==> config.mk <==
export PLATFORM = sky130hd
export DESIGN_NAME = ucos_sequencer
export DESIGN_NICKNAME = d
export VERILOG_FILES = /design/src/hdl/ucos_unit_ctr.v /design/src/hdl/ucos_sequencer.v
export VERILOG_INCLUDE_DIRS = /design/src /design/src/hdl
export SDC_FILE = /design/constraint.sdc
export NUM_CORES = 1
export LEC_CHECK = 0
export BUFFER_PORTS_ARGS = -buffer_cell sky130_fd_sc_hd__buf_2
export CAP_MARGIN = 20
export CORE_UTILIZATION = 45
export CTS_CLUSTER_DIAMETER = 40
export DETAILED_ROUTE_END_ITERATION = 10
export GPL_TIMING_DRIVEN = 0
export PLACE_DENSITY_LB_ADDON = 0.15
export SETUP_SLACK_MARGIN = 0.3
export SLEW_MARGIN = 20
export SYNTH_ARGS = -nofsm -noshare
export SYNTH_HDL_FRONTEND = slang
export SYNTH_SLANG_ARGS = --single-unit
==> constraint.sdc <==
create_clock -name core_clk -period 5.76 [get_ports core_clk]
set_input_delay 0.288 -clock core_clk [delete_from_list [all_inputs] [get_ports core_clk]]
set_output_delay 0.288 -clock core_clk [all_outputs]
set_load 0.02 [all_outputs]
==> src/hdl/ucos_consts.vh <==
// Purpose: shared constants of the unit chain overrun sequencer
// Assumes: included by every design file by its bare name
// Notes:   unit codes double as indexes into per-unit vectors
`ifndef UCOS_CONSTS_VH
`define UCOS_CONSTS_VH

`define UCOS_CW          16
`define UCOS_CNT_ZERO    16'h0000
`define UCOS_CNT_ONE     16'h0001
`define UCOS_SES_W       8
`define UCOS_SES_ZERO    8'h00

`define UCOS_U_COMP      2'h0
`define UCOS_U_PAD       2'h1
`define UCOS_U_ENC       2'h2
`define UCOS_U_AUTH      2'h3
`define UCOS_SLOT_FIRST  2'h0
`define UCOS_SLOT_ONE    2'h1

`define UCOS_ORIGIN_SKIP 1'b0
`define UCOS_ORIGIN_PREV 1'b1

`define UCOS_ST_IDLE     3'h1
`define UCOS_ST_RUN      3'h2
`define UCOS_ST_FIN      3'h4

`define UCOS_MASK_NONE   4'h0
`define UCOS_BYTE_ZERO   8'h00

`endif

==> src/hdl/ucos_unit_ctr.v <==
// Purpose: skip and work counters of one processing unit
// Assumes: load and adv never fall in the same cycle
// Notes:   alter is combinational from held state; the top registers it
`timescale 1ns/100ps
`include "ucos_consts.vh"

module ucos_unit_ctr
(
    input  wire                   core_clk,
    input  wire                   rst,
    input  wire                   load,
    input  wire [`UCOS_CW-1:0]    skip_in,
    input  wire [`UCOS_CW-1:0]    work_in,
    input  wire                   origin_in,
    input  wire                   enable_in,
    input  wire                   adv,
    input  wire                   prev_done,
    output wire                   alter,
    output wire                   done
);

    reg [`UCOS_CW-1:0] skip_r;
    reg [`UCOS_CW-1:0] work_r;
    reg                origin_r;
    reg                enable_r;
    wire               started;

    // origin prev waits for the byte after the previous unit's last worked byte
    assign started = (skip_r == `UCOS_CNT_ZERO) &&
                     ((origin_r == `UCOS_ORIGIN_SKIP) || prev_done);
    assign alter   = enable_r && started && (work_r != `UCOS_CNT_ZERO);
    assign done    = !enable_r || (work_r == `UCOS_CNT_ZERO);

    always @(posedge core_clk)
    begin
        if (rst)
        begin
            skip_r   <= `UCOS_CNT_ZERO;
            work_r   <= `UCOS_CNT_ZERO;
            origin_r <= `UCOS_ORIGIN_SKIP;
            enable_r <= 1'b0;
        end
        else if (load)
        begin
            skip_r   <= skip_in;
            work_r   <= work_in;
            origin_r <= origin_in;
            enable_r <= enable_in;
        end
        else if (adv)
        begin
            if (skip_r != `UCOS_CNT_ZERO)
                skip_r <= skip_r - `UCOS_CNT_ONE;
            else if (alter)
                work_r <= work_r - `UCOS_CNT_ONE;
        end
    end

endmodule

==> src/hdl/ucos_sequencer.v <==
// Purpose: byte sequencer for a four unit chain with destination overrun handling
// Assumes: all inputs come from logic on core_clk; one byte per accepted source beat
// Notes:   destination bytes equal chain input bytes; units change data outside
`timescale 1ns/100ps
`include "ucos_consts.vh"

module ucos_sequencer
(
    input  wire                   core_clk,
    input  wire                   rst,
    input  wire                   cmd_valid,
    output reg                    cmd_ready,
    input  wire                   cmd_encode,
    input  wire [1:0]             cmd_auth_slot,
    input  wire [3:0]             cmd_unit_enable,
    input  wire [3:0]             cmd_count_origin,
    input  wire [`UCOS_CW-1:0]    cmd_comp_skip,
    input  wire [`UCOS_CW-1:0]    cmd_enc_skip,
    input  wire [`UCOS_CW-1:0]    cmd_auth_skip,
    input  wire [`UCOS_CW-1:0]    cmd_comp_work,
    input  wire [`UCOS_CW-1:0]    cmd_pad_work,
    input  wire [`UCOS_CW-1:0]    cmd_enc_work,
    input  wire [`UCOS_CW-1:0]    cmd_auth_work,
    input  wire [`UCOS_CW-1:0]    command_byte_total,
    input  wire [`UCOS_CW-1:0]    output_byte_limit,
    input  wire                   skip_output_limit,
    input  wire [`UCOS_SES_W-1:0] cmd_session,
    input  wire                   fresh_key_flag,
    input  wire                   fresh_vector_flag,
    input  wire                   src_valid,
    input  wire [7:0]             src_data,
    output reg                    src_ready,
    output reg                    dst_valid,
    output reg  [7:0]             dst_data,
    output reg  [3:0]             dst_alter,
    input  wire                   dst_ready,
    input  wire                   comp_out_strobe,
    input  wire                   desc_overrun_enable,
    input  wire                   desc_len_valid,
    input  wire [`UCOS_CW-1:0]    desc_len,
    input  wire                   unit_irq_enable,
    input  wire                   unit_irq_gate,
    input  wire                   excess_irq_enable,
    input  wire                   unit_flag_clear,
    input  wire                   excess_clear,
    output reg                    unit_overflow_live,
    output reg                    unit_overflow_flag,
    output reg                    excess_mark,
    output reg                    unit_irq,
    output reg                    excess_irq,
    output reg                    result_valid,
    output reg                    result_unit_overflow,
    output reg                    result_excess_mark,
    output reg  [`UCOS_CW-1:0]    result_comp_bytes,
    output reg                    desc_wb_excess,
    output reg                    desc_wb_valid,
    output reg                    ctx_reload,
    output reg                    ctx_load_fresh,
    output reg                    ctx_store_cipher,
    output reg                    ctx_store_comp,
    output reg                    engine_update
);

    reg [2:0]             state_r;
    reg [2:0]             state_nxt;
    reg [`UCOS_CW-1:0]    total_r;
    reg [`UCOS_CW-1:0]    dst_left_r;
    reg [`UCOS_CW-1:0]    room_r;
    reg [`UCOS_CW-1:0]    comp_bytes_r;
    reg                   encode_r;
    reg [1:0]             auth_slot_r;
    reg                   skip_limit_r;
    reg                   unit_ovr_r;
    reg                   excess_r;
    reg [3:0]             enable_r;
    reg [`UCOS_SES_W-1:0] last_session_r;
    reg                   session_known_r;
    reg [3:0]             prev_done;
    reg                   dst_valid_nxt;
    wire [3:0]            unit_alter;
    wire [3:0]            unit_done;
    wire                  start;
    wire                  take;
    wire                  unit_hit;
    wire                  desc_hit;
    wire                  emit;
    wire                  drained;
    wire [`UCOS_CW-1:0]   skip_vec [0:3];
    wire [`UCOS_CW-1:0]   work_vec [0:3];
    integer               k;

    // unit placed at a chain slot; decode runs the base order backwards
    function [1:0] unit_at;
        input [1:0] slot;
        input       enc;
        input [1:0] aslot;
        reg   [1:0] b;
        begin
            b = (slot > aslot) ? slot - `UCOS_SLOT_ONE : slot;
            if (slot == aslot)
                unit_at = `UCOS_U_AUTH;
            else if (b == `UCOS_SLOT_FIRST)
                unit_at = enc ? `UCOS_U_COMP : `UCOS_U_ENC;
            else if (b == `UCOS_SLOT_ONE)
                unit_at = `UCOS_U_PAD;
            else
                unit_at = enc ? `UCOS_U_ENC : `UCOS_U_COMP;
        end
    endfunction

    assign start    = state_r[0] && cmd_valid && cmd_ready;
    assign take     = state_r[1] && src_valid && src_ready;
    // once hit, the overrun drops every later byte of the command
    assign unit_hit = !skip_limit_r && (unit_ovr_r || dst_left_r == `UCOS_CNT_ZERO);
    assign desc_hit = desc_overrun_enable && (excess_r || room_r == `UCOS_CNT_ZERO);
    assign emit     = take && !unit_hit && !desc_hit;
    assign drained  = !dst_valid || dst_ready;

    assign skip_vec[0] = cmd_comp_skip;
    assign skip_vec[1] = cmd_enc_skip;
    assign skip_vec[2] = cmd_enc_skip;
    assign skip_vec[3] = cmd_auth_skip;
    assign work_vec[0] = cmd_comp_work;
    assign work_vec[1] = cmd_pad_work;
    assign work_vec[2] = cmd_enc_work;
    assign work_vec[3] = cmd_auth_work;

    genvar g;
    generate
        for (g = 0; g < 4; g = g + 1)
        begin : unit
            ucos_unit_ctr u_ctr
            (
                .core_clk  (core_clk),
                .rst       (rst),
                .load      (start),
                .skip_in   (skip_vec[g]),
                .work_in   (work_vec[g]),
                .origin_in (cmd_count_origin[g]),
                .enable_in (cmd_unit_enable[g]),
                .adv       (take),
                .prev_done (prev_done[g]),
                .alter     (unit_alter[g]),
                .done      (unit_done[g])
            );
        end
    endgenerate

    // chain neighbour of each unit; the first slot has no predecessor
    always @*
    begin
        prev_done = 4'hF;
        for (k = 1; k < 4; k = k + 1)
            prev_done[unit_at(k[1:0], encode_r, auth_slot_r)] =
                unit_done[unit_at(k[1:0] - `UCOS_SLOT_ONE, encode_r, auth_slot_r)];
    end

    always @*
    begin
        state_nxt = state_r;
        case (state_r)
            `UCOS_ST_IDLE:
                if (start)
                    state_nxt = (command_byte_total == `UCOS_CNT_ZERO) ? `UCOS_ST_FIN : `UCOS_ST_RUN;
            `UCOS_ST_RUN:
                if (take && total_r == `UCOS_CNT_ONE)
                    state_nxt = `UCOS_ST_FIN;
            `UCOS_ST_FIN:
                if (drained)
                    state_nxt = `UCOS_ST_IDLE;
            default:
                state_nxt = `UCOS_ST_IDLE;
        endcase
    end

    always @*
    begin
        if (emit)
            dst_valid_nxt = 1'b1;
        else
            dst_valid_nxt = dst_valid && !dst_ready;
    end

    always @(posedge core_clk)
    begin
        if (rst)
        begin
            state_r   <= `UCOS_ST_IDLE;
            cmd_ready <= 1'b0;
            src_ready <= 1'b0;
            dst_valid <= 1'b0;
            dst_data  <= `UCOS_BYTE_ZERO;
            dst_alter <= `UCOS_MASK_NONE;
        end
        else
        begin
            state_r   <= state_nxt;
            cmd_ready <= (state_nxt == `UCOS_ST_IDLE) && !start;
            // one byte in flight keeps the ready a flop without a skid buffer
            src_ready <= (state_nxt == `UCOS_ST_RUN) && !dst_valid_nxt && !take;
            dst_valid <= dst_valid_nxt;
            if (emit)
            begin
                dst_data  <= src_data;
                dst_alter <= unit_alter;
            end
        end
    end

    // per command counters and settings
    always @(posedge core_clk)
    begin
        if (rst)
        begin
            total_r      <= `UCOS_CNT_ZERO;
            dst_left_r   <= `UCOS_CNT_ZERO;
            room_r       <= `UCOS_CNT_ZERO;
            comp_bytes_r <= `UCOS_CNT_ZERO;
            encode_r     <= 1'b0;
            auth_slot_r  <= `UCOS_SLOT_FIRST;
            skip_limit_r <= 1'b0;
            unit_ovr_r   <= 1'b0;
            excess_r     <= 1'b0;
            enable_r     <= `UCOS_MASK_NONE;
        end
        else if (start)
        begin
            total_r      <= command_byte_total;
            dst_left_r   <= output_byte_limit;
            comp_bytes_r <= `UCOS_CNT_ZERO;
            encode_r     <= cmd_encode;
            auth_slot_r  <= cmd_auth_slot;
            skip_limit_r <= skip_output_limit;
            unit_ovr_r   <= 1'b0;
            excess_r     <= 1'b0;
            enable_r     <= cmd_unit_enable;
            if (desc_len_valid)
                room_r <= room_r + desc_len;
        end
        else
        begin
            if (take)
                total_r <= total_r - `UCOS_CNT_ONE;
            if (comp_out_strobe)
                comp_bytes_r <= comp_bytes_r + `UCOS_CNT_ONE;
            if (emit && dst_left_r != `UCOS_CNT_ZERO)
                dst_left_r <= dst_left_r - `UCOS_CNT_ONE;
            if (take && unit_hit)
                unit_ovr_r <= 1'b1;
            if (take && desc_hit)
                excess_r <= 1'b1;
            // room is consumed only by bytes that reach the destination
            if (desc_len_valid)
                room_r <= room_r + desc_len - (emit ? `UCOS_CNT_ONE : `UCOS_CNT_ZERO);
            else if (emit && room_r != `UCOS_CNT_ZERO)
                room_r <= room_r - `UCOS_CNT_ONE;
        end
    end

    // status flags; a new event wins over a clear in the same cycle
    always @(posedge core_clk)
    begin
        if (rst)
        begin
            unit_overflow_live <= 1'b0;
            unit_overflow_flag <= 1'b0;
            excess_mark        <= 1'b0;
            unit_irq           <= 1'b0;
            excess_irq         <= 1'b0;
        end
        else
        begin
            unit_overflow_live <= take && unit_hit && !unit_ovr_r;
            if (take && unit_hit && !unit_ovr_r)
                unit_overflow_flag <= 1'b1;
            else if (unit_flag_clear)
                unit_overflow_flag <= 1'b0;
            if (take && desc_hit && !excess_r)
                excess_mark <= 1'b1;
            else if (excess_clear)
                excess_mark <= 1'b0;
            unit_irq   <= unit_overflow_flag && unit_irq_enable && unit_irq_gate;
            excess_irq <= excess_mark && excess_irq_enable;
        end
    end

    // session tracking and context traffic
    always @(posedge core_clk)
    begin
        if (rst)
        begin
            last_session_r  <= `UCOS_SES_ZERO;
            session_known_r <= 1'b0;
            ctx_reload      <= 1'b0;
            ctx_load_fresh  <= 1'b0;
        end
        else
        begin
            ctx_reload     <= start && (!session_known_r || cmd_session != last_session_r);
            ctx_load_fresh <= start && (fresh_key_flag || fresh_vector_flag);
            if (start)
            begin
                last_session_r  <= cmd_session;
                session_known_r <= 1'b1;
            end
        end
    end

    // results and write-back, issued once the last byte has left
    always @(posedge core_clk)
    begin
        if (rst)
        begin
            result_valid         <= 1'b0;
            result_unit_overflow <= 1'b0;
            result_excess_mark   <= 1'b0;
            result_comp_bytes    <= `UCOS_CNT_ZERO;
            desc_wb_excess       <= 1'b0;
            desc_wb_valid        <= 1'b0;
            ctx_store_cipher     <= 1'b0;
            ctx_store_comp       <= 1'b0;
            engine_update        <= 1'b0;
        end
        else if (state_r[2] && drained)
        begin
            result_valid         <= 1'b1;
            result_unit_overflow <= unit_ovr_r;
            result_excess_mark   <= excess_r;
            result_comp_bytes    <= comp_bytes_r;
            desc_wb_excess       <= excess_r;
            desc_wb_valid        <= !excess_r;
            ctx_store_cipher     <= !unit_ovr_r && (enable_r[`UCOS_U_ENC] || enable_r[`UCOS_U_AUTH]);
            ctx_store_comp       <= enable_r[`UCOS_U_COMP];
            engine_update        <= enable_r[`UCOS_U_ENC];
        end
        else
        begin
            result_valid     <= 1'b0;
            desc_wb_excess   <= 1'b0;
            desc_wb_valid    <= 1'b0;
            ctx_store_cipher <= 1'b0;
            ctx_store_comp   <= 1'b0;
            engine_update    <= 1'b0;
        end
    end

endmodule

==> key figures <==
Outcome
  • Outcome: complete, no violations

Route
  • Number of DRC markers in iteration 0: 1,028
  • DRT Pass-1 Iters: 5
  • Avg WL per Cell: 18.12 microns
  • Vias per inst: 5.581
  • Vias: 13,990
  • Residual DRC: 0
  • Drt total wl: 45,410 microns
  • Final ANT Viol Nets: 0

Die
  • Cell Rows: 63
  • Total die area: 31,560 sq um
  • Height of the die: 177.6 microns
  • Initial core utilization: 0.4623
  • Core area: 30,030 sq um
  • Io pins: 249
  • Die Wd: 177.6 microns

Layout
  • Area of the multi-input gates: 8117 sq um
  • Register area: 5285 sq um
  • Fillers: 2,737
  • Most common cell after layout, fill and taps aside: dfxtp_1
  • Cell Count, Final, Fillers Out: 2,506
  • Area growth, synth to finish: 28.46%
  • Layout cells sized above 1: 0.1612
  • Most frequent cells in the layout: dfxtp_1 (264), buf_2 (249), nand2_1 (224)
  • Final nets: 2,321

Global routing
  • Gr usage total: 0.2853
  • Total grt overflow: 0
  • Initial antenna violation count: 2
  • Largest net degree at the start of global routing: 13
  • Vias in the first global route: 13,220
  • First-pass GRT wire length: 70,170 microns

Synthesis
  • Yosys cell types: 70
  • Mapped Area: 13,880 sq um
  • Synth Warn #: 0
  • Leading area contributor after synthesis: dfxtp_1
  • EDFF count, synth: 0
  • Area fraction of the dominant cell type after synthesis: 0.3807
  • Largest cells by area after synthesis: dfxtp_1 (38%), xor2_1 (6.2%), nand2_1 (6.1%)
  • Most used DFF post-synth: dfxtp_1
  • Post-synthesis cell count: 1,724
  • Sequential area share after synthesis: 0.3807
  • Synth Area per Inst: 8.053 sq um
  • Yosys reg bits: 264
  • Post-synth ARST share: 0
  • Synthesized net count: 1,962

Setup path
  • Critical path required time: 6.15 ns
  • Setup CP Type: reg -> reg
  • Critical Path Source Type: flip-flop
  • CP Capture Type: flip-flop
  • Worst-path fanout max: 10
  • Arrival time at the worst endpoint: 4.95 ns

CTS
  • Cts hold-fix bufs: 68
  • CTS tree: built
  • Clk root buf: clkbuf_16
  • CTS Sinks: 264
  • Number of setup buffers added after CTS: 0
  • Clk slew on worst S/H paths: 0.06 ns
  • H-tree levels: 2
  • Clk_lat worst skew: 0.55 ns
  • CTS Buf Count: 42
  • Clk buf depth: 3
  • Cts repair resizes: 0

Job
  • Max-cap viol count: 0

Power and ir drop
  • Total power: 5.710 mW
  • PD cells: 320.2 nW/um^2
  • VDD IR-drop max: 0.0001986 V
  • Leak: 7.025 nW

Timing
  • Final hold viol count: 0
  • Final period util: 0.7914
  • Final Skew: 0.02523 ns
  • Max-slew headroom: 0.3272
  • Fin worst setup slack: 1.201 ns
  • Fmax: 219.4 MHz
  • Final setup vio count: 0
  • Final min period: 4.559 ns
  • Worst Tran Pin Value: 0.9999 ns
  • Max Slew Vio Count: 0
  • RSZ-0062 raised after global routing: no
  • Setup TNS Final: 0 ns

Place
  • Number of I/O port buffers: 247
  • GPL Wtd Cong: 0.9083
  • Pre-CTS WS: 1.090 ns
  • DPL Wire Length: 32,980 microns
  • Cells after DPL: 2,361

Min path
  • Worst min-delay path category: in -> reg
per-stage QoR:
| stage | utilization | area (sq um) | hold WS [ns] |
|---|---|---|---|
| floorplan | - | 13880 | 0.3870 |
| global placement | 0.5197 | 15610 | 0.4397 |
| detailed placement | 0.5197 | 15610 | 0.4437 |
| CTS | 0.5933 | 17820 | 0.0009080 |
| global route | 0.5938 | 17830 | 0.003102 |
| finish | 0.5938 | 17830 | 0.01322 |
worst paths after layout:
check                            start  slack [ns]  cells after the start                      end
hold / removal         cmd_enc_skip[1]        0.01                      3  unit[1].u_ctr.skip_r[1]
setup reg to reg             room_r[0]        1.20                     16               room_r[14]
hold reg to reg   result_unit_overflow        0.45                      2     result_unit_overflow
setup / recovery             room_r[0]        1.20                     16               room_r[14]
where the power goes:
part           switching (mW)  internal (mW)  total [mW]  leakage [nW]
Combinational           0.546          0.381       0.927          4.13
Sequential              0.112           1.94        2.05          2.16
Clock                   0.967           1.77        2.73         0.739
cell type report:
| type | instances | area share |
|---|---|---|
| Inverter | 43 | 0.009050 |
| Sequential cell | 264 | 0.2963 |
| Clock inverter | 28 | 0.02343 |
| Buffer | 88 | 0.01866 |
| Multi-Input combinational cell | 1329 | 0.4551 |
| Antenna cell | 1 | 0.0001403 |
| Tap cell | 390 | 0.02736 |
| Clock buffer | 48 | 0.06244 |
| Timing Repair Buffer | 315 | 0.1075 |
synthesized netlist by cell type (all sizes together), types with 25 or more instances:
cell	number
clkbuf	78
o21ai	81
xor2	99
xnor2	77
or3	25
nor3	66
nor4	44
dfxtp	264
a21oi	120
ha	34
nand2	224
nor2	182
a211oi	80
nand3	40
inv	43
cell families after synthesis:
| group | count (synthesis) | synth area share |
|---|---|---|
| AND/OR/NAND/NOR | 709 | 0.2457 |
| XOR/XNOR | 176 | 0.1110 |
| adder cells (fa/ha/maj) | 35 | 0.03208 |
| multiplexers | 20 | 0.01460 |
| flip-flops | 264 | 0.3807 |
| AO/OA/AOI/OAI | 389 | 0.1803 |
| buffers and inverters | 131 | 0.03560 |
registers in the layout (all words and copies together) (netlist names), 2 cells and up:
signal               flops
dst_left_r              16
dst_data                 8
unit.u_ctr.origin_r      4
enable_r                 4
room_r                  16
dst_alter                4
last_session_r           8
unit.u_ctr.skip_r       64
result_comp_bytes       16
comp_bytes_r            16
unit.u_ctr.work_r       64
total_r                 16
auth_slot_r              2
state_r                  3
worst max-delay path, stage by stage, from the launching register on:
cell	delay (ns)
dfxtp_1	0.39
inv_1	0.09
ha_1	0.23
nor3b_1	0.19
and2_1	0.18
nand4b_1	0.23
o211ai_1	0.29
clkbuf_1	0.41
inv_1	0.20
ha_1	0.21
ha_1	0.18
nand2_1	0.12
a2111oi_1	0.79
o2111ai_1	0.29
nor4_1	0.36
xnor2_1	0.17
a21oi_1	0.08
metal layers:
layer / share of wire / wire [microns] / global-route usage / up-vias
li1: - / - / - / 6886
met1: 0.45 / 20250 / 0.3750 / 6510
met2: 0.45 / 20400 / 0.4600 / 497
met3: 0.073 / 3298 / 0.05334 / 94
met4: 0.032 / 1465 / 0.1129 / 0
met5: 0 / 0 / 0 / -
No activity file was read; power rests on OpenSTA's default activity.
